`src/design/scp_params.svh`:
```
// constants of the message path parser: characters, resets, defaults
`ifndef SCP_PARAMS_SVH
`define SCP_PARAMS_SVH
// characters the parser reacts to
`define SCP_CH_NL 8'h0a
`define SCP_CH_TAB 8'h09
`define SCP_CH_SP 8'h20
`define SCP_CH_COLON 8'h3a
`define SCP_CH_SEMI 8'h3b
`define SCP_CH_COMMA 8'h2c
`define SCP_CH_QMARK 8'h3f
`define SCP_CH_STAR 8'h2a
`define SCP_CH_0 8'h30
`define SCP_CH_9 8'h39
`define SCP_CH_UA 8'h41
`define SCP_CH_UZ 8'h5a
`define SCP_CH_LA 8'h61
`define SCP_CH_LZ 8'h7a
`define SCP_CASE_BIT 8'h20
// decimal radix for parameter and response digits
`define SCP_RADIX 16'h000a
// power-on and reset-command values of the settings
`define SCP_FREQ_RST 16'h0000
`define SCP_MULT_RST 16'h0001
`define SCP_LEV_RST 16'h0000
// value taken when the optional multiplier parameter is left out
`define SCP_MULT_DEF 16'h0001
`endif

```
`src/design/scp_pkg.sv`:
```
// types shared by the message path parser modules
package scp_pkg;
  // keywords that the matcher recognises
  typedef enum logic [3:0] {
    KW_NONE, KW_FREQ, KW_CW, KW_MULT, KW_POW, KW_LEV, KW_STAT,
    KW_OUTP, KW_INIT, KW_IMM, KW_RST, KW_OPC, KW_ON, KW_OFF
  } scp_kw_t;
  // positions in the command tree, root first so reset lands there
  typedef enum logic [3:0] {
    P_ROOT, P_NONE, P_FREQ, P_CW, P_MULT, P_MSTAT, P_POW, P_LEV,
    P_PSTAT, P_OUTP, P_OSTAT, P_INIT, P_IMM, P_RST, P_OPC
  } scp_pos_t;
  // character parser states
  typedef enum logic [1:0] {S_HDR, S_PRM, S_SKIP} scp_pst_t;
  // response sender states
  typedef enum logic [1:0] {T_IDLE, T_CONV, T_EMIT, T_EOL} scp_tst_t;
endpackage : scp_pkg

```
`src/design/scp_kw_match.sv`:
```
// keyword matcher: exact short or long form, upper-cased buffer
`timescale 1ns/1ps
`include "scp_params.svh"
module scp_kw_match import scp_pkg::*; #(
  parameter int KW_MAX = 10 // longest keyword held
) (
  input wire logic [KW_MAX*8-1:0] kbuf, // right-justified, zero fill
  output scp_kw_t kw // matched keyword or none
);
  localparam int BW = KW_MAX*8;

  // mixed forms such as FREQU never equal either literal
  always_comb begin
    kw = KW_NONE;
    if (kbuf == BW'("FREQ") || kbuf == BW'("FREQUENCY")) kw = KW_FREQ;
    else if (kbuf == BW'("CW")) kw = KW_CW;
    else if (kbuf == BW'("MULT") || kbuf == BW'("MULTIPLIER"))
      kw = KW_MULT;
    else if (kbuf == BW'("POW") || kbuf == BW'("POWER")) kw = KW_POW;
    else if (kbuf == BW'("LEV") || kbuf == BW'("LEVEL")) kw = KW_LEV;
    else if (kbuf == BW'("STAT") || kbuf == BW'("STATE")) kw = KW_STAT;
    else if (kbuf == BW'("OUTP") || kbuf == BW'("OUTPUT")) kw = KW_OUTP;
    else if (kbuf == BW'("INIT") || kbuf == BW'("INITIATE"))
      kw = KW_INIT;
    else if (kbuf == BW'("IMM") || kbuf == BW'("IMMEDIATE")) kw = KW_IMM;
    else if (kbuf == BW'("*RST")) kw = KW_RST;
    else if (kbuf == BW'("*OPC")) kw = KW_OPC;
    else if (kbuf == BW'("ON")) kw = KW_ON;
    else if (kbuf == BW'("OFF")) kw = KW_OFF;
  end
endmodule : scp_kw_match

```
`src/design/scp_resp_tx.sv`:
```
// response sender: unsigned decimal digits, then newline with eoi
`timescale 1ns/1ps
`include "scp_params.svh"
module scp_resp_tx import scp_pkg::*; #(
  parameter int VW = 16, // value width
  parameter int ND = 5 // decimal digits of a full-scale value
) (
  input wire logic clk, // system clock
  input wire logic rst_n, // synchronous reset, active low
  input wire logic ce, // clock enable
  input wire logic load, // start a response
  input wire logic [VW-1:0] value, // value to send
  input wire logic tx_ready, // sink takes the byte
  output logic tx_valid, // byte offered
  output logic [7:0] tx_data, // byte
  output logic tx_eoi, // last byte of the message
  output logic busy // response in progress
);
  localparam int IW = (ND > 1) ? $clog2(ND) : 1;
  typedef struct packed {
    scp_tst_t st; // sender state
    logic [VW-1:0] v; // value left to convert
    logic [ND-1:0][3:0] dig; // digits, least significant first
    logic [IW-1:0] idx; // next digit index
    logic [7:0] data; // byte on offer
  } tx_s_t;
  tx_s_t r; // registered state
  tx_s_t n; // next state
  logic [3:0] d; // low digit of v

  // one digit per cycle by constant division; short, so no hurry
  always_comb begin
    n = r;
    d = 4'(r.v % VW'(`SCP_RADIX));
    case (r.st)
      T_IDLE: begin
        if (load) begin
          n.v = value;
          n.idx = '0;
          n.st = T_CONV;
        end
      end
      T_CONV: begin
        n.dig[r.idx] = d;
        n.v = VW'(r.v / VW'(`SCP_RADIX));
        if (n.v == '0) begin // top digit found
          n.data = 8'(`SCP_CH_0 + {4'h0, d});
          n.st = T_EMIT;
        end else begin
          n.idx = IW'(r.idx + 1'b1);
        end
      end
      T_EMIT: begin
        if (tx_ready) begin
          if (r.idx == '0) begin
            n.data = `SCP_CH_NL; // terminator follows the digits
            n.st = T_EOL;
          end else begin
            n.idx = IW'(r.idx - 1'b1);
            n.data = 8'(`SCP_CH_0 + {4'h0, r.dig[n.idx]});
          end
        end
      end
      T_EOL: begin
        if (tx_ready) n.st = T_IDLE;
      end
      default: n.st = T_IDLE;
    endcase
  end

  // state register, frozen while ce is low
  always_ff @(posedge clk) begin
    if (!rst_n) begin
      r <= '0;
    end else if (ce) begin
      r <= n;
    end
  end

  assign tx_valid = (r.st == T_EMIT) || (r.st == T_EOL);
  assign tx_data = r.data;
  assign tx_eoi = r.st == T_EOL;
  assign busy = r.st != T_IDLE;
endmodule : scp_resp_tx

```
`src/design/scp_parser.sv`:
```
// program message parser: tree path, dispatch, settings, queries
`timescale 1ns/1ps
`include "scp_params.svh"
module scp_parser import scp_pkg::*; #(
  parameter int KW_MAX = 10, // longest keyword held
  parameter int VW = 16, // setting width
  parameter int ND = 5 // digits of a full-scale response
) (
  input wire logic clk, // system clock
  input wire logic rst_n, // synchronous reset, active low
  input wire logic ce, // clock enable
  input wire logic rx_valid, // received byte present
  input wire logic [7:0] rx_data, // received byte
  input wire logic tx_ready, // response sink ready
  output logic tx_valid, // response byte offered
  output logic [7:0] tx_data, // response byte
  output logic tx_eoi, // end-or-identify with last byte
  output logic [VW-1:0] freq_cw, // cw frequency setting
  output logic [VW-1:0] freq_mult, // frequency multiplier
  output logic mult_on, // multiplier state
  output logic [VW-1:0] pow_level, // power level setting
  output logic rf_on, // rf output state
  output logic init_pulse, // trigger event, one cycle
  output logic cmd_error // command error, one cycle
);
  localparam int LW = $clog2(KW_MAX + 1);
  typedef struct packed {
    scp_pst_t st; // character parser state
    logic [KW_MAX*8-1:0] kbuf; // keyword being collected
    logic [LW-1:0] len; // characters in kbuf
    logic ovf; // keyword too long to match
    logic first; // nothing of this command seen yet
    logic common; // command began with an asterisk
    logic query; // header ended in a question mark
    scp_pos_t look; // node where next keyword is sought
    scp_pos_t path; // current path between commands
    scp_pos_t hleaf; // command named by the header
    scp_pos_t hpar; // path the header leaves behind
    logic [VW-1:0] pval; // numeric parameter
    logic has_num; // numeric parameter seen
    logic has_kw; // keyword parameter seen
    logic multi; // comma seen, second parameter
    logic [VW-1:0] freq; // cw frequency
    logic [VW-1:0] mult; // multiplier
    logic [VW-1:0] lev; // power level
    logic mult_on; // multiplier state
    logic rf_on; // rf state
    logic init_p; // trigger pulse
    logic err_p; // error pulse
  } ps_t;
  ps_t r; // registered state
  ps_t n; // next state
  scp_kw_t kw; // matcher answer
  scp_kw_t kwv; // answer, cleared on overflow
  scp_pos_t f_leaf; // command if header ends now
  scp_pos_t f_par; // path if header ends now
  scp_pos_t e_leaf; // command to execute
  scp_pos_t e_par; // path after executing it
  logic e_do; // execute this cycle
  logic bad; // error this cycle
  logic sep; // byte ends a command
  logic term; // byte ends the message
  logic haspar; // any parameter present
  logic bok; // parameter is a valid boolean
  logic bval; // its value
  logic [7:0] uc; // upper-cased byte
  logic tx_load; // start a response
  logic [VW-1:0] tx_val; // value to respond with
  logic tx_busy; // response in progress

  // command separators
  function automatic logic is_sep(input logic [7:0] c);
    return c == `SCP_CH_SEMI || c == `SCP_CH_NL;
  endfunction : is_sep

  // whitespace characters
  function automatic logic is_ws(input logic [7:0] c);
    return c == `SCP_CH_SP || c == `SCP_CH_TAB;
  endfunction : is_ws

  // decimal digit
  function automatic logic is_dig(input logic [7:0] c);
    return c >= `SCP_CH_0 && c <= `SCP_CH_9;
  endfunction : is_dig

  // lower-case letter
  function automatic logic is_low(input logic [7:0] c);
    return c >= `SCP_CH_LA && c <= `SCP_CH_LZ;
  endfunction : is_low

  // any letter
  function automatic logic is_alpha(input logic [7:0] c);
    return is_low(c) || (c >= `SCP_CH_UA && c <= `SCP_CH_UZ);
  endfunction : is_alpha

  // fold case so matching is case free
  function automatic logic [7:0] upcase(input logic [7:0] c);
    return is_low(c) ? (c ^ `SCP_CASE_BIT) : c;
  endfunction : upcase

  // child of a tree node, or none
  function automatic scp_pos_t step(input scp_pos_t p,
                                    input scp_kw_t k);
    scp_pos_t q;
    q = P_NONE;
    case (p)
      P_ROOT: begin
        if (k == KW_FREQ) q = P_FREQ;
        else if (k == KW_POW) q = P_POW;
        else if (k == KW_OUTP) q = P_OUTP;
        else if (k == KW_INIT) q = P_INIT;
      end
      P_FREQ: begin
        if (k == KW_CW) q = P_CW;
        else if (k == KW_MULT) q = P_MULT;
      end
      P_MULT: if (k == KW_STAT) q = P_MSTAT;
      P_POW: begin
        if (k == KW_LEV) q = P_LEV;
        else if (k == KW_STAT) q = P_PSTAT;
      end
      P_OUTP: if (k == KW_STAT) q = P_OSTAT;
      P_INIT: if (k == KW_IMM) q = P_IMM;
      default: q = P_NONE;
    endcase
    return q;
  endfunction : step

  // stand in the implied subcommand of a bare parent
  function automatic scp_pos_t implied(input scp_pos_t p);
    case (p)
      P_FREQ: return P_CW;
      P_POW: return P_LEV;
      P_OUTP: return P_OSTAT;
      P_INIT: return P_IMM;
      default: return p;
    endcase
  endfunction : implied

  // common commands sit outside the tree
  function automatic scp_pos_t common_leaf(input scp_kw_t k);
    if (k == KW_RST) return P_RST;
    if (k == KW_OPC) return P_OPC;
    return P_NONE;
  endfunction : common_leaf

  scp_kw_match #(.KW_MAX(KW_MAX)) u_match (
    .kbuf(r.kbuf),
    .kw(kw)
  );

  scp_resp_tx #(.VW(VW), .ND(ND)) u_tx (
    .clk(clk),
    .rst_n(rst_n),
    .ce(ce),
    .load(tx_load),
    .value(tx_val),
    .tx_ready(tx_ready),
    .tx_valid(tx_valid),
    .tx_data(tx_data),
    .tx_eoi(tx_eoi),
    .busy(tx_busy)
  );

  // one byte per cycle, no stall toward the sender
  always_comb begin
    n = r;
    n.init_p = 1'b0;
    n.err_p = 1'b0;
    bad = 1'b0;
    e_do = 1'b0;
    e_leaf = P_NONE;
    e_par = r.path;
    tx_load = 1'b0;
    tx_val = '0;
    uc = upcase(rx_data);
    sep = is_sep(rx_data);
    term = rx_data == `SCP_CH_NL;
    kwv = r.ovf ? KW_NONE : kw;
    // common commands keep the path as it is, except *RST, which sends it back to root at the separator
    f_leaf = r.common ? common_leaf(kwv) : implied(step(r.look, kwv));
    f_par = r.common ? r.path : r.look;
    haspar = r.has_num | r.has_kw;
    // ON and 1 mean the same; OFF and 0 likewise
    if (r.has_kw) begin
      bok = kwv == KW_ON || kwv == KW_OFF;
      bval = kwv == KW_ON;
    end else begin
      bok = r.has_num && r.pval[VW-1:1] == '0;
      bval = r.pval[0];
    end
    if (rx_valid) begin
      case (r.st)
        S_HDR: begin
          if (sep) begin
            if (!r.first) begin // empty command does nothing
              e_do = 1'b1;
              e_leaf = f_leaf;
              e_par = f_par;
            end
          end else if (rx_data == `SCP_CH_COLON) begin
            if (r.first) begin
              n.look = P_ROOT;
              n.first = 1'b0;
            end else if (r.len == '0 || r.query || r.common) begin
              bad = 1'b1; // empty level, colon after query or colon in a common command
            end else begin
              n.look = step(r.look, kwv);
              bad = n.look == P_NONE;
              n.kbuf = '0;
              n.len = '0;
              n.ovf = 1'b0;
            end
          end else if (is_ws(rx_data)) begin
            // whitespace closes the header; a split keyword
            // then shows up as a bad parameter
            if (!r.first) begin
              if (r.len == '0) begin
                bad = 1'b1;
              end else begin
                n.hleaf = f_leaf;
                n.hpar = f_par;
                n.st = S_PRM;
                n.kbuf = '0;
                n.len = '0;
                n.ovf = 1'b0;
              end
            end
          end else if (rx_data == `SCP_CH_QMARK) begin
            bad = r.len == '0 || r.query;
            n.query = 1'b1;
          end else if (rx_data == `SCP_CH_STAR || is_alpha(rx_data) ||
                       is_dig(rx_data)) begin
            bad = r.query || (rx_data == `SCP_CH_STAR && !r.first);
            n.common = r.common || rx_data == `SCP_CH_STAR;
            n.first = 1'b0;
            n.kbuf = {r.kbuf[KW_MAX*8-9:0], uc};
            if (r.len == LW'(KW_MAX)) n.ovf = 1'b1;
            else n.len = LW'(r.len + 1'b1);
          end else begin
            bad = 1'b1; // stray character in a header
          end
        end
        S_PRM: begin
          if (sep) begin
            e_do = 1'b1;
            e_leaf = r.hleaf;
            e_par = r.hpar;
          end else if (rx_data == `SCP_CH_COMMA) begin
            n.multi = 1'b1;
          end else if (is_ws(rx_data)) begin
            n.multi = r.multi; // spacing inside parameters
          end else if (is_dig(rx_data)) begin
            bad = r.has_kw;
            n.has_num = 1'b1;
            // wraps at the setting width, no range check
            n.pval = VW'(r.pval * VW'(`SCP_RADIX) +
                         VW'(rx_data - `SCP_CH_0));
          end else if (is_alpha(rx_data)) begin
            bad = r.has_num;
            n.has_kw = 1'b1;
            n.kbuf = {r.kbuf[KW_MAX*8-9:0], uc};
            if (r.len == LW'(KW_MAX)) n.ovf = 1'b1;
            else n.len = LW'(r.len + 1'b1);
          end else begin
            bad = 1'b1;
          end
        end
        S_SKIP: n.st = S_SKIP; // drop bytes until a separator
        default: n.st = S_SKIP;
      endcase
    end
    // execute the finished command before the path moves
    if (e_do) begin
      if (e_leaf == P_NONE || r.multi) begin
        bad = 1'b1;
      end else if (r.query) begin
        // a query while a response drains is refused, not queued
        if (haspar || e_leaf == P_IMM || e_leaf == P_RST || tx_busy) begin
          bad = 1'b1;
        end else begin
          tx_load = 1'b1;
          case (e_leaf)
            P_CW: tx_val = r.freq;
            P_MULT: tx_val = r.mult;
            P_LEV: tx_val = r.lev;
            P_MSTAT: tx_val = {{(VW-1){1'b0}}, r.mult_on};
            P_PSTAT, P_OSTAT: tx_val = {{(VW-1){1'b0}}, r.rf_on};
            default: tx_val = {{(VW-1){1'b0}}, 1'b1}; // done flag
          endcase
        end
      end else begin
        case (e_leaf)
          P_CW: begin
            if (r.has_num) n.freq = r.pval;
            else bad = 1'b1;
          end
          P_LEV: begin
            if (r.has_num) n.lev = r.pval;
            else bad = 1'b1;
          end
          P_MULT: begin
            if (!haspar) n.mult = `SCP_MULT_DEF;
            else if (r.has_num) n.mult = r.pval;
            else bad = 1'b1;
          end
          P_MSTAT: begin
            if (bok) n.mult_on = bval;
            else bad = 1'b1;
          end
          P_PSTAT, P_OSTAT: begin
            if (bok) n.rf_on = bval;
            else bad = 1'b1;
          end
          P_IMM: begin
            if (haspar) bad = 1'b1;
            else n.init_p = 1'b1;
          end
          P_RST: begin
            n.freq = `SCP_FREQ_RST;
            n.mult = `SCP_MULT_RST;
            n.lev = `SCP_LEV_RST;
            n.mult_on = 1'b0;
            n.rf_on = 1'b0;
          end
          default: bad = haspar; // operation complete: no effect
        endcase
      end
    end
    // separator: new command, path per what just ran
    if (rx_valid && sep) begin
      n.st = S_HDR;
      n.first = 1'b1;
      n.common = 1'b0;
      n.query = 1'b0;
      n.multi = 1'b0;
      n.has_num = 1'b0;
      n.has_kw = 1'b0;
      n.pval = '0;
      n.kbuf = '0;
      n.len = '0;
      n.ovf = 1'b0;
      if (term || (e_do && !bad && e_leaf == P_RST)) n.path = P_ROOT;
      else if (e_do && !bad) n.path = e_par;
      n.look = n.path;
    end else if (bad) begin
      n.st = S_SKIP;
    end
    n.err_p = bad;
  end

  // state register; power-on state puts the path at root
  always_ff @(posedge clk) begin
    if (!rst_n) begin
      r <= '0;
      r.first <= 1'b1;
      r.mult <= `SCP_MULT_RST;
    end else if (ce) begin
      r <= n;
    end
  end

  assign freq_cw = r.freq;
  assign freq_mult = r.mult;
  assign mult_on = r.mult_on;
  assign pow_level = r.lev;
  assign rf_on = r.rf_on;
  assign init_pulse = r.init_p;
  assign cmd_error = r.err_p;
endmodule : scp_parser

```
`config.mk`:
```
export PLATFORM = sky130hd
export DESIGN_NAME = scp_parser
export DESIGN_NICKNAME = d
export VERILOG_FILES = /design/src/design/scp_pkg.sv /design/src/design/scp_kw_match.sv /design/src/design/scp_resp_tx.sv /design/src/design/scp_parser.sv
export VERILOG_INCLUDE_DIRS = /design/src /design/src/design
export SDC_FILE = /design/constraint.sdc
export NUM_CORES = 1
export LEC_CHECK = 0
export BUFFER_PORTS_ARGS = -buffer_cell sky130_fd_sc_hd__buf_4
export CAP_MARGIN = 5
export CORE_AREA = 2 2 182 184
export DETAILED_ROUTE_END_ITERATION = 6
export DIE_AREA = 0 0 184 186
export GPL_ROUTABILITY_DRIVEN = 0
export PLACE_DENSITY = 0.73
export SYNTH_ARGS = -nofsm -noshare
export SYNTH_HDL_FRONTEND = slang
export SYNTH_SLANG_ARGS = --single-unit
```
`constraint.sdc`:
```
create_clock -name clk -period 6.6 [get_ports clk]
set_input_delay 1.32 -clock clk [delete_from_list [all_inputs] [get_ports clk]]
set_output_delay 1.32 -clock clk [all_outputs]
set_load 0.01 [all_outputs]
```
# Word level (Yosys, flattened, before mapping)
# Cells that the tools add are included.
[totals]
reg_bits = 226
inputBits = 13
output_inout_bits = 62
elab_cells = 425
[classes]
n_addsub = 7
multipliers = 1
n_div = 2
magnitude_cmp = 9
n_eq_ne = 105
n_mux = 175
bitwise_logic = 8
n_reduce_logical = 87
[ops]
columns = ["op", "count"]
rows = [
  ["$mux W87", 9],
  ["$mux W85", 8],
  ["$eq A80 B31 Y1 const B", 5],
  ["$eq A80 B23 Y1 const B", 4],
  ["$eq A80 B39 Y1 const B", 3],
  ["$mux W4", 50],
  ["$mux W94", 2],
  ["$pmux W85 S2", 1],
  ["$eq A80 B15 Y1 const B", 2],
  ["$eq A80 B30 Y1 const B", 2],
  ["$eq A80 B71 Y1 const B", 2],
  ["$pmux W16 S2", 4],
  ["$mux W16", 6],
  ["$mux W96", 1],
  ["$mux W86", 1],
  ["$eq A80 B47 Y1 const B", 1],
  ["$eq A80 B63 Y1 const B", 1],
  ["$eq A80 B79 Y1 const B", 1],
  ["$pmux W16 S5", 1],
  ["$mux W19", 4],
  ["$eq A4 B4 Y1 const B", 15],
  ["$mux W18", 3],
  ["$eq A8 B6 Y1 const B", 6],
  ["$reduce_and A6 Y1", 8],
  ["68 further kinds", 254],
]

# Longest topological paths before layout
# Gate-level depths: netlist of run 1.
[logic_depth]
word_depth = 46
mapped_depth = 23
ltp_nobuf = 21

# Cells and area by module
# From an unflattened synthesis of run 1, not the netlist that was laid out.
[unflattened]
cells_unflattened = 2124
hier_area_um2 = 16305.6
[modules_own_cells]
columns = ["mod", "n_inst", "cells_per_inst", "area_per_inst_um2", "seq_area_each_um2"]
rows = [
  ["scp_parser", 1, 1282, 10116.0, 3543.4],
  ["scp_resp_tx", 1, 650, 4854.7, 920.9],
  ["scp_kw_match", 1, 192, 1335.0, 0.0],
]

# Least setup slack after synthesis of run 1
# Ideal clock, no wire load.
[synth_path]
kind = "reg-to-reg"
startpoint = "register u_tx.r[46] in the netlist's numbering"
endpoint = "register u_tx.r (netlist bit u_tx.tx_data[4])"
setup_ns = 0.122
arrival_time_ns = 4.714
required_time_ns = 6.478
setup_slack_ns = 1.764
stages_incl_launch_ff = 18
path_buffers = 1
period_less_slack_ns = 4.836
path_cell_list = "dfxtp_1 > and2b_1 > a221o_1 > o21a_2 > xnor2_1 > and3_4 > or3_4 > nor4_4 > nor4_1 > a2111o_1 > nand2_1 > buf_4 > nor3_1 > a2111oi_4 > o2111ai_2 > o41ai_4 > nand3_2 > o311a_1"
[synth_between]
elab_chain_len = 4
elab_cells_between_ends = 8
classes_between = "add/sub (1); div (2); eq/ne (1); mux (2); reduce/logical (2)"
[synth_rtl]
columns = ["item", "line_no", "text"]
rows = [
  ["start, declared", "scp_resp_tx.sv:27", "tx_s_t r;"],
  ["start signal, assigned", "scp_resp_tx.sv:76", "r <= n;"],
  ["$mod A16 B4 Y16 or $div A16 B4 Y16 (tied branches)", "scp_resp_tx.sv:34, scp_resp_tx.sv:45", ""],
  ["$add A6 B4 Y7 (no line) or $logic_not A16 Y1 (tied branches)", "--", ""],
  ["$mux W8 or $ne A2 B1 Y1 (tied branches)", "--", ""],
  ["$pmux W8 S2 or $reduce_and A4 Y1 (tied branches)", "--", ""],
]
# Several ways; a longest one is shown, not always the timed one. The select of a mux whose other input is x is not followed.
# A chain may end at the register's enable or synchronous reset.

# Worst setup path after layout of run 1
[layout_path]
startpoint = "register r[124] in the netlist's numbering"
endpoint = "register r (netlist bit freq_mult[0])"
[layout_between]
elab_chain_len = 32
elab_cells_between_ends = 91
classes_between = "eq/ne (40); mux (39); bitwise (1); reduce/logical (11)"
[layout_rtl]
columns = ["item", "line_no", "text"]
rows = [
  ["start, declared", "scp_parser.sv:51", "ps_t r;"],
  ["start signal, assigned", "scp_parser.sv:359", "r <= n;"],
  ["$eq A80 B23 Y1", "scp_kw_match.sv:29", "else if (kbuf == BW'(\"OFF\")) kw = KW_OFF;"],
  ["$mux W4", "scp_kw_match.sv:29", ""],
  ["$mux W4", "scp_kw_match.sv:28", "else if (kbuf == BW'(\"ON\")) kw = KW_ON;"],
  ["$mux W4", "scp_kw_match.sv:27", "else if (kbuf == BW'(\"*OPC\")) kw = KW_OPC;"],
  ["$mux W4", "scp_kw_match.sv:26", "else if (kbuf == BW'(\"*RST\")) kw = KW_RST;"],
  ["$mux W4", "scp_kw_match.sv:25", "else if (kbuf == BW'(\"IMM\") || kbuf == BW'(\"IMMEDIATE\")) kw = KW_IMM;"],
  ["$mux W4", "scp_kw_match.sv:23", "else if (kbuf == BW'(\"INIT\") || kbuf == BW'(\"INITIATE\"))"],
  ["$mux W4", "scp_kw_match.sv:22", "else if (kbuf == BW'(\"OUTP\") || kbuf == BW'(\"OUTPUT\")) kw = KW_OUTP;"],
  ["[13 not listed]", "--", ""],
  ["$eq A4 B4 Y1, or another cell as far along", "scp_parser.sv:131", "case (p)"],
  ["$pmux W4 S4", "scp_parser.sv:131", ""],
  ["$mux W4 *", "scp_parser.sv:181", "f_leaf = r.common ? common_leaf(kwv) : implied(step(r.look, kwv));"],
  ["$mux W4 *", "scp_parser.sv:196", "if (!r.first) begin"],
  ["$mux W4 *", "scp_parser.sv:195", "if (sep) begin"],
  ["$pmux W4 S2 *", "scp_parser.sv:193", "case (r.st)"],
  ["$mux W4 *", "scp_parser.sv:192", "if (rx_valid) begin"],
  ["parallel branches: the longest is 4 deep, another holds $reduce_and A6 Y1", "--", ""],
]
# Mark *: on every way between the ends. The select of a mux whose other input is x is not followed.

==> results.json, run 1 <==
{
  "crit_path_end_kind": "flip-flop",
  "ctsHoldBuffers": 0,
  "skew_ns": 0.0172,
  "viasPerCell": 6.41,
  "required_ns": 6.95,
  "htreeDepth": 1,
  "worst_slew_pin_slew_ns": 1.11,
  "final.setup.tns_ns": 0,
  "switching_power_mw": 0.658,
  "initial_utilization": 0.492,
  "gr-total-overflow": 0,
  "worst-setup-path-type": "reg -> reg",
  "power.share.clock": 0.488,
  "die_x_um": 184,
  "nets": 2003,
  "critPathLaunchType": "flip-flop",
  "synth.avg_cell_area_um2": 7.96,
  "pin_count": 75,
  "maxCapViolCount": 0,
  "n_antenna_cell": 0,
  "r2r_start": "r[124]$_SDFFE_PN0P_",
  "setup_viol": 0,
  "grt_pass1_wl_um": 70900,
  "drt_iter0_drc": 1502,
  "cts_resized": 0,
  "violations": "design-rule violations",
  "layout.cells.most_common_list": "dfxtp_1, nor2_1, nand2_1, nand3_1, mux2i_1",
  "intPower_mw": 2.24,
  "dr_wl_met3_um": 3680,
  "fin_ws_ns": 0.315,
  "slew_viol_final": 0,
  "fillers": 3054,
  "switching_share": 0.227,
  "yosys.area.top_type": "dfxtp_1",
  "hpwl_um": 31600,
  "routed.top_layer": "met4",
  "synth_cell_types": 122,
  "drc": 28,
  "clock-sinks": 223,
  "core_area_um2": 32200,
  "worstPathMaxFanout": 16,
  "postRouteAntennaNets": 0,
  "cts_root_buf": "clkbuf_16",
  "yosys.area.top_type_share": 0.282,
  "ys_seq_elements": 223,
  "met1_length_um": 19200,
  "p_leak_nw": 6.35,
  "final_common_cell": "dfxtp_1",
  "seq_area_frac_synth": 0.282,
  "synth_edf_count": 0,
  "die_area_um2": 34200,
  "synthArstFlopShare": 0,
  "vdd_drop_max_mv": 0.209,
  "seqCellArea_um2": 4460,
  "powerDensity_nw_per_um2": 171,
  "timing.rr.end": "freq_mult[0]$_SDFFE_PN1P_",
  "status": "finished, violations left",
  "port-buffer-count": 72,
  "max_freq_mhz": 159,
  "period_needed_ns": 6.29,
  "hold_class": "reg -> reg",
  "cts_tree": "yes",
  "yosys-top-cells-area": "dfxtp_1, mux2i_1, nor2_1",
  "hold_viol_final": 0,
  "ys_warn_count": 0,
  "synthToLayoutAreaGrowth_pct": 7.28,
  "dr.pass1.iters": 7,
  "grt_max_degree": 93,
  "num_rows": 66,
  "grt_pass1_vias": 13900,
  "dr_wl_met2_um": 19400,
  "pre_cts_ws_ns": 0.414,
  "r2r_slack_ns": 0.31,
  "synthCells": 1991,
  "post-route-period-util": 0.952,
  "vias": 15100,
  "die_h_um": 186,
  "postCtsSetupRepairBufs": 0,
  "combPwrFrac": 0.045,
  "rsz0062_at_grt": "no",
  "layout-drive-gt1-share": 0.108,
  "critPathArrivalTime_ns": 6.64,
  "grtUsageTotal": 0.248,
  "seqPwrFrac": 0.467,
  "cp-endpoint": "freq_mult[0]$_SDFFE_PN1P_",
  "cts_buffer_depth": 3,
  "routed_wirelength_um": 43700,
  "cts_buffers": 25,
  "synth-main-ff-cell": "dfxtp_1",
  "antenna_found_initial": 0,
  "clkTransAtPathRegs_ns": 0.06,
  "wl_per_cell_um": 18.5,
  "ff2ff_path_depth": 17,
  "worst_skew_pair.late_latency_ns": 0.54,
  "crit_start": "r[124]$_SDFFE_PN0P_",
  "relSlewSlack": 0.248,
  "multi_input_area_um2": 10300,
  "syn_area_um2": 15900
}
synth_stat cells (11+ instances only):
cell type,n
dfxtp_1,223
and3_1,13
nor2b_1,44
o211ai_1,28
and2_1,24
o211a_1,19
nand2b_1,22
nor3_1,41
a21boi_0,47
ha_1,53
nor4_1,33
buf_4,64
a31oi_1,15
nand2_1,171
o221ai_1,11
o21ai_0,70
inv_1,60
nor2_1,206
a21oi_1,81
or3_1,12
buf_2,25
nand4_1,50
mux2i_1,109
clkbuf_1,76
nand3_1,128
xnor2_1,28
a22oi_1,20
a21boi_1,15
o21ai_1,15
metrics by stage:
stage / cells / utilization / power, mW / hold WS (ns) / instance area (µm²)
global route: 2361 / 0.528 / 2.99 / 0.482 / 17000
finish: 2361 / 0.528 / 2.90 / 0.466 / 17000
CTS: 2361 / 0.527 / 2.93 / 0.465 / 17000
detailed placement: 2316 / 0.501 / 1.51 / 0.457 / 16100
global placement: 2316 / 0.501 / 1.51 / 0.444 / 16100
floorplan: 1992 / - / 1.48 / 0.438 / 15900
kinds of logic after synthesis:
family          count (synthesis)  synth area share
fa+ha+maj                      56            0.0450
flops                         223             0.282
simple gates                  841             0.277
mux                           122            0.0820
other cells                     1          0.000236
buf+inv                       233            0.0728
xor+xnor                       36            0.0199
compound gates                479             0.221
power by group through the flow:
stage | Clock, mW | Combinational, mW | Sequential, mW
after floorplan | 0 | 0.0978 | 1.38
final | 1.42 | 0.129 | 1.36
after CTS | 1.44 | 0.128 | 1.36
after detailed placement | 0 | 0.127 | 1.39
after global placement | 0 | 0.125 | 1.39
after global routing | 1.49 | 0.141 | 1.36
critical path: stages (launching register included):
cell	delay (ns)
dfxtp_1	0.37
nor4b_1	0.82
nand3_1	0.27
nor3_1	0.35
or4b_1	0.51
o41ai_1	0.13
a211o_1	0.30
mux2_2	0.35
o32a_1	0.33
o311a_1	0.39
o21a_1	0.24
o211a_1	0.15
o21a_1	0.22
nor3_1	0.39
nand3_2	0.34
a21o_1	0.45
nor4_1	0.34
o21ai_0	0.13
registers in the layout, summed over array words and instances, names as in the netlist:
name	flops
u_tx.r	41
init_pulse	1
cmd_error	1
mult_on	1
rf_on	1
r	125
u_tx.tx_data	5
freq_mult	16
pow_level	16
freq_cw	16
layout make-up:
class / instances / area share
Multi-Input combinational cell: 1536 / 0.605
Timing Repair Buffer: 88 / 0.0388
Clock inverter: 11 / 0.00750
Sequential cell: 223 / 0.262
Clock buffer: 34 / 0.0423
Tap cell: 408 / 0.0300
Inverter: 61 / 0.0135
routing by layer:
metal,GRT usage,vias to the layer above
met3,0.0362,137
met4,0.0816,0
met2,0.393,701
li1,-,7176
met5,0,-
met1,0.346,7110
how the worst min path moves through the flow:
stage	to	slack, ns	startpoint	cells after the start
6_report	u_tx.r[30]$_SDFFE_PN0P_	0.47	u_tx.r[30]$_SDFFE_PN0P_	2
4_1_cts	u_tx.r[30]$_SDFFE_PN0P_	0.47	u_tx.r[30]$_SDFFE_PN0P_	2
5_1_grt	u_tx.r[14]$_SDFFE_PN0P_	0.48	u_tx.r[14]$_SDFFE_PN0P_	2
3_3_place_gp	u_tx.r[18]$_SDFFE_PN0P_	0.44	u_tx.r[18]$_SDFFE_PN0P_	2
3_5_place_dp	u_tx.r[30]$_SDFFE_PN0P_	0.46	u_tx.r[30]$_SDFFE_PN0P_	2
2_1_floorplan	u_tx.r[22]$_SDFFE_PN0P_	0.44	u_tx.r[22]$_SDFFE_PN0P_	2
Power figures use the tool's default switching activity.
==> inputs of run 2 (changes only) <==
Settings changed: CORE_AREA 2 2 182 184 to 2 2 233 235, DIE_AREA 0 0 184 186 to 0 0 235 237, PLACE_DENSITY 0.73 to 0.52.
==> run 2 against run 1 <==
Compared with the run above:
- the run now ends clean
- clock skew rose by 0.0090 ns
- sequential share of layout area fell by 0.64 points
- fmax up 2.3%
- critical path type unchanged
- largest cell class unchanged
==> results.json, run 2 (synthesized netlist as in run 1, its figures left out) <==
{
  "relSlewSlack": 0.224,
  "timing.rr.end": "u_tx.tx_data[4]$_SDFFE_PN0P_",
  "seqCellArea_um2": 4460,
  "critPathArrivalTime_ns": 6.60,
  "initial_utilization": 0.298,
  "dr.pass1.iters": 6,
  "period_needed_ns": 6.14,
  "cts_buffer_depth": 3,
  "required_ns": 7.05,
  "hold_class": "reg -> reg",
  "final.setup.tns_ns": 0,
  "nets": 2014,
  "largest_reg_flops": 125,
  "cts_resized": 0,
  "grt_pass1_vias": 13800,
  "ff2ff_path_depth": 16,
  "r2r_slack_ns": 0.46,
  "crit_path_end_kind": "flip-flop",
  "final_common_cell": "dfxtp_1",
  "drc": 0,
  "viasPerCell": 5.55,
  "worst_skew_pair.late_latency_ns": 0.56,
  "r2r_start": "u_tx.r[46]$_SDFFE_PN0P_",
  "whs_endpoint": "u_tx.r[14]$_SDFFE_PN0P_",
  "grtUsageTotal": 0.161,
  "postCtsSetupRepairBufs": 0,
  "wl_per_cell_um": 17.5,
  "port-buffer-count": 72,
  "htreeDepth": 1,
  "vias": 14800,
  "grt_max_degree": 108,
  "die_h_um": 237,
  "ctsHoldBuffers": 0,
  "critPathLaunchType": "flip-flop",
  "cts_root_buf": "clkbuf_16",
  "max_freq_mhz": 163,
  "cts_tree": "yes",
  "finish.utilization": 0.327,
  "gr-total-overflow": 0,
  "clock-sinks": 223,
  "largest_register": "r",
  "die_x_um": 235,
  "holdCritStartpoint": "u_tx.r[14]$_SDFFE_PN0P_",
  "clkTransAtPathRegs_ns": 0.06,
  "layoutNonFillerInstCount": 2661,
  "antenna_found_initial": 0,
  "post-route-period-util": 0.931,
  "hpwl_um": 34400,
  "num_rows": 85,
  "postRouteAntennaNets": 0,
  "pin_count": 75,
  "rsz0062_at_grt": "no",
  "worst_slew_pin_slew_ns": 1.15,
  "hold-path-cell-count": 2,
  "reg_top3": "r: 125 flops, u_tx.r: 41 flops",
  "die_area_um2": 55700,
  "vdd_drop_max_mv": 0.168,
  "core_area_um2": 53300,
  "skew_ns": 0.0261,
  "powerDensity_nw_per_um2": 170,
  "maxCapViolCount": 0,
  "hold_slack_ns": 0.461,
  "cts_buffers": 26,
  "worst-setup-path-type": "reg -> reg",
  "crit_start": "u_tx.r[46]$_SDFFE_PN0P_",
  "synthToLayoutAreaGrowth_pct": 9.98,
  "drt_iter0_drc": 1408,
  "status": "finished clean",
  "multi_input_area_um2": 10300,
  "layout-drive-gt1-share": 0.111,
  "setup_viol": 0,
  "place_inst": 2614,
  "fillers": 5590,
  "p_leak_nw": 6.40,
  "routed_wirelength_um": 46600,
  "hold_viol_final": 0,
  "grt_pass1_wl_um": 75600,
  "layout.cells.most_common_list": "dfxtp_1, nor2_1, nand2_1, nand3_1, mux2i_1",
  "worstPathMaxFanout": 18,
  "slew_viol_final": 0
}
-- run 2: changes by cell type in the layout (fill, tap and decap cells not counted), sizes merged --
cell / delta
buf: +10
bufinv: +1
clkinv: +1
clkinvlp: +1
diode: +1
inv: -2
-- run 2: area by class of cell --
class	instances	share of cell area
sequential	223	0.256
clock buffer	34	0.0413
antenna	1	0.000143
multi-input combinational	1536	0.589
inverter	61	0.0131
tap	696	0.0499
timing repair buffer	98	0.0422
clock inverter	12	0.00875
-- run 2: metal layers --
| metal | global-route usage | part of all wire |
|---|---|---|
| met4 | 0.0416 | 0.024 |
| met3 | 0.0226 | 0.057 |
| met2 | 0.258 | 0.45 |
| met1 | 0.226 | 0.47 |
| met5 | 0 | 0 |
-- run 2: power by group --
group          leakage (nW)  internal, mW  total [mW]  switching, mW
clock network         0.431         0.884        1.47          0.588
logic                  4.17        0.0490       0.131         0.0823
registers              1.80          1.35        1.36        0.00694
total                  6.40          2.28        2.96          0.677
-- run 2: worst max-delay path: stages (launching register included) --
cell and delay, ns:
dfxtp_1 0.58, and2b_1 0.30, a221o_1 0.38, o21ai_1 0.68
nor2_1 0.09, o21ai_0 0.38, a22o_1 0.25, nand3_2 0.34
a41oi_1 0.38, a31oi_1 0.21, a31o_1 0.30, nand2b_1 0.26
a2111oi_4 0.37, o2111ai_2 0.28, o41ai_4 0.57, nand3_2 0.25
o311a_1 0.39
-- run 2: worst max-delay path by stage --
stage | endpoint | slack (ns) | cells past startpoint
6_report | u_tx.tx_data[4]$_SDFFE_PN0P_ | 0.46 | 16
5_1_grt | u_tx.tx_data[4]$_SDFFE_PN0P_ | 0.04 | 16
4_1_cts | u_tx.tx_data[4]$_SDFFE_PN0P_ | 0.59 | 16
3_5_place_dp | u_tx.tx_data[4]$_SDFFE_PN0P_ | 0.58 | 16
3_3_place_gp | u_tx.tx_data[4]$_SDFFE_PN0P_ | 0.72 | 16
2_1_floorplan | u_tx.tx_data[4]$_SDFFE_PN0P_ | 1.76 | 17
-- run 2: per-stage QoR --
step                      power (mW)  area (µm²)  worst slack, ns
final                           2.96       17400            0.456
after floorplan                 1.48       15900             1.76
after detailed placement        1.52       16600            0.580
after global placement          1.52       16600            0.723
after CTS                       3.01       17400            0.587
after global routing            3.08       17400           0.0386
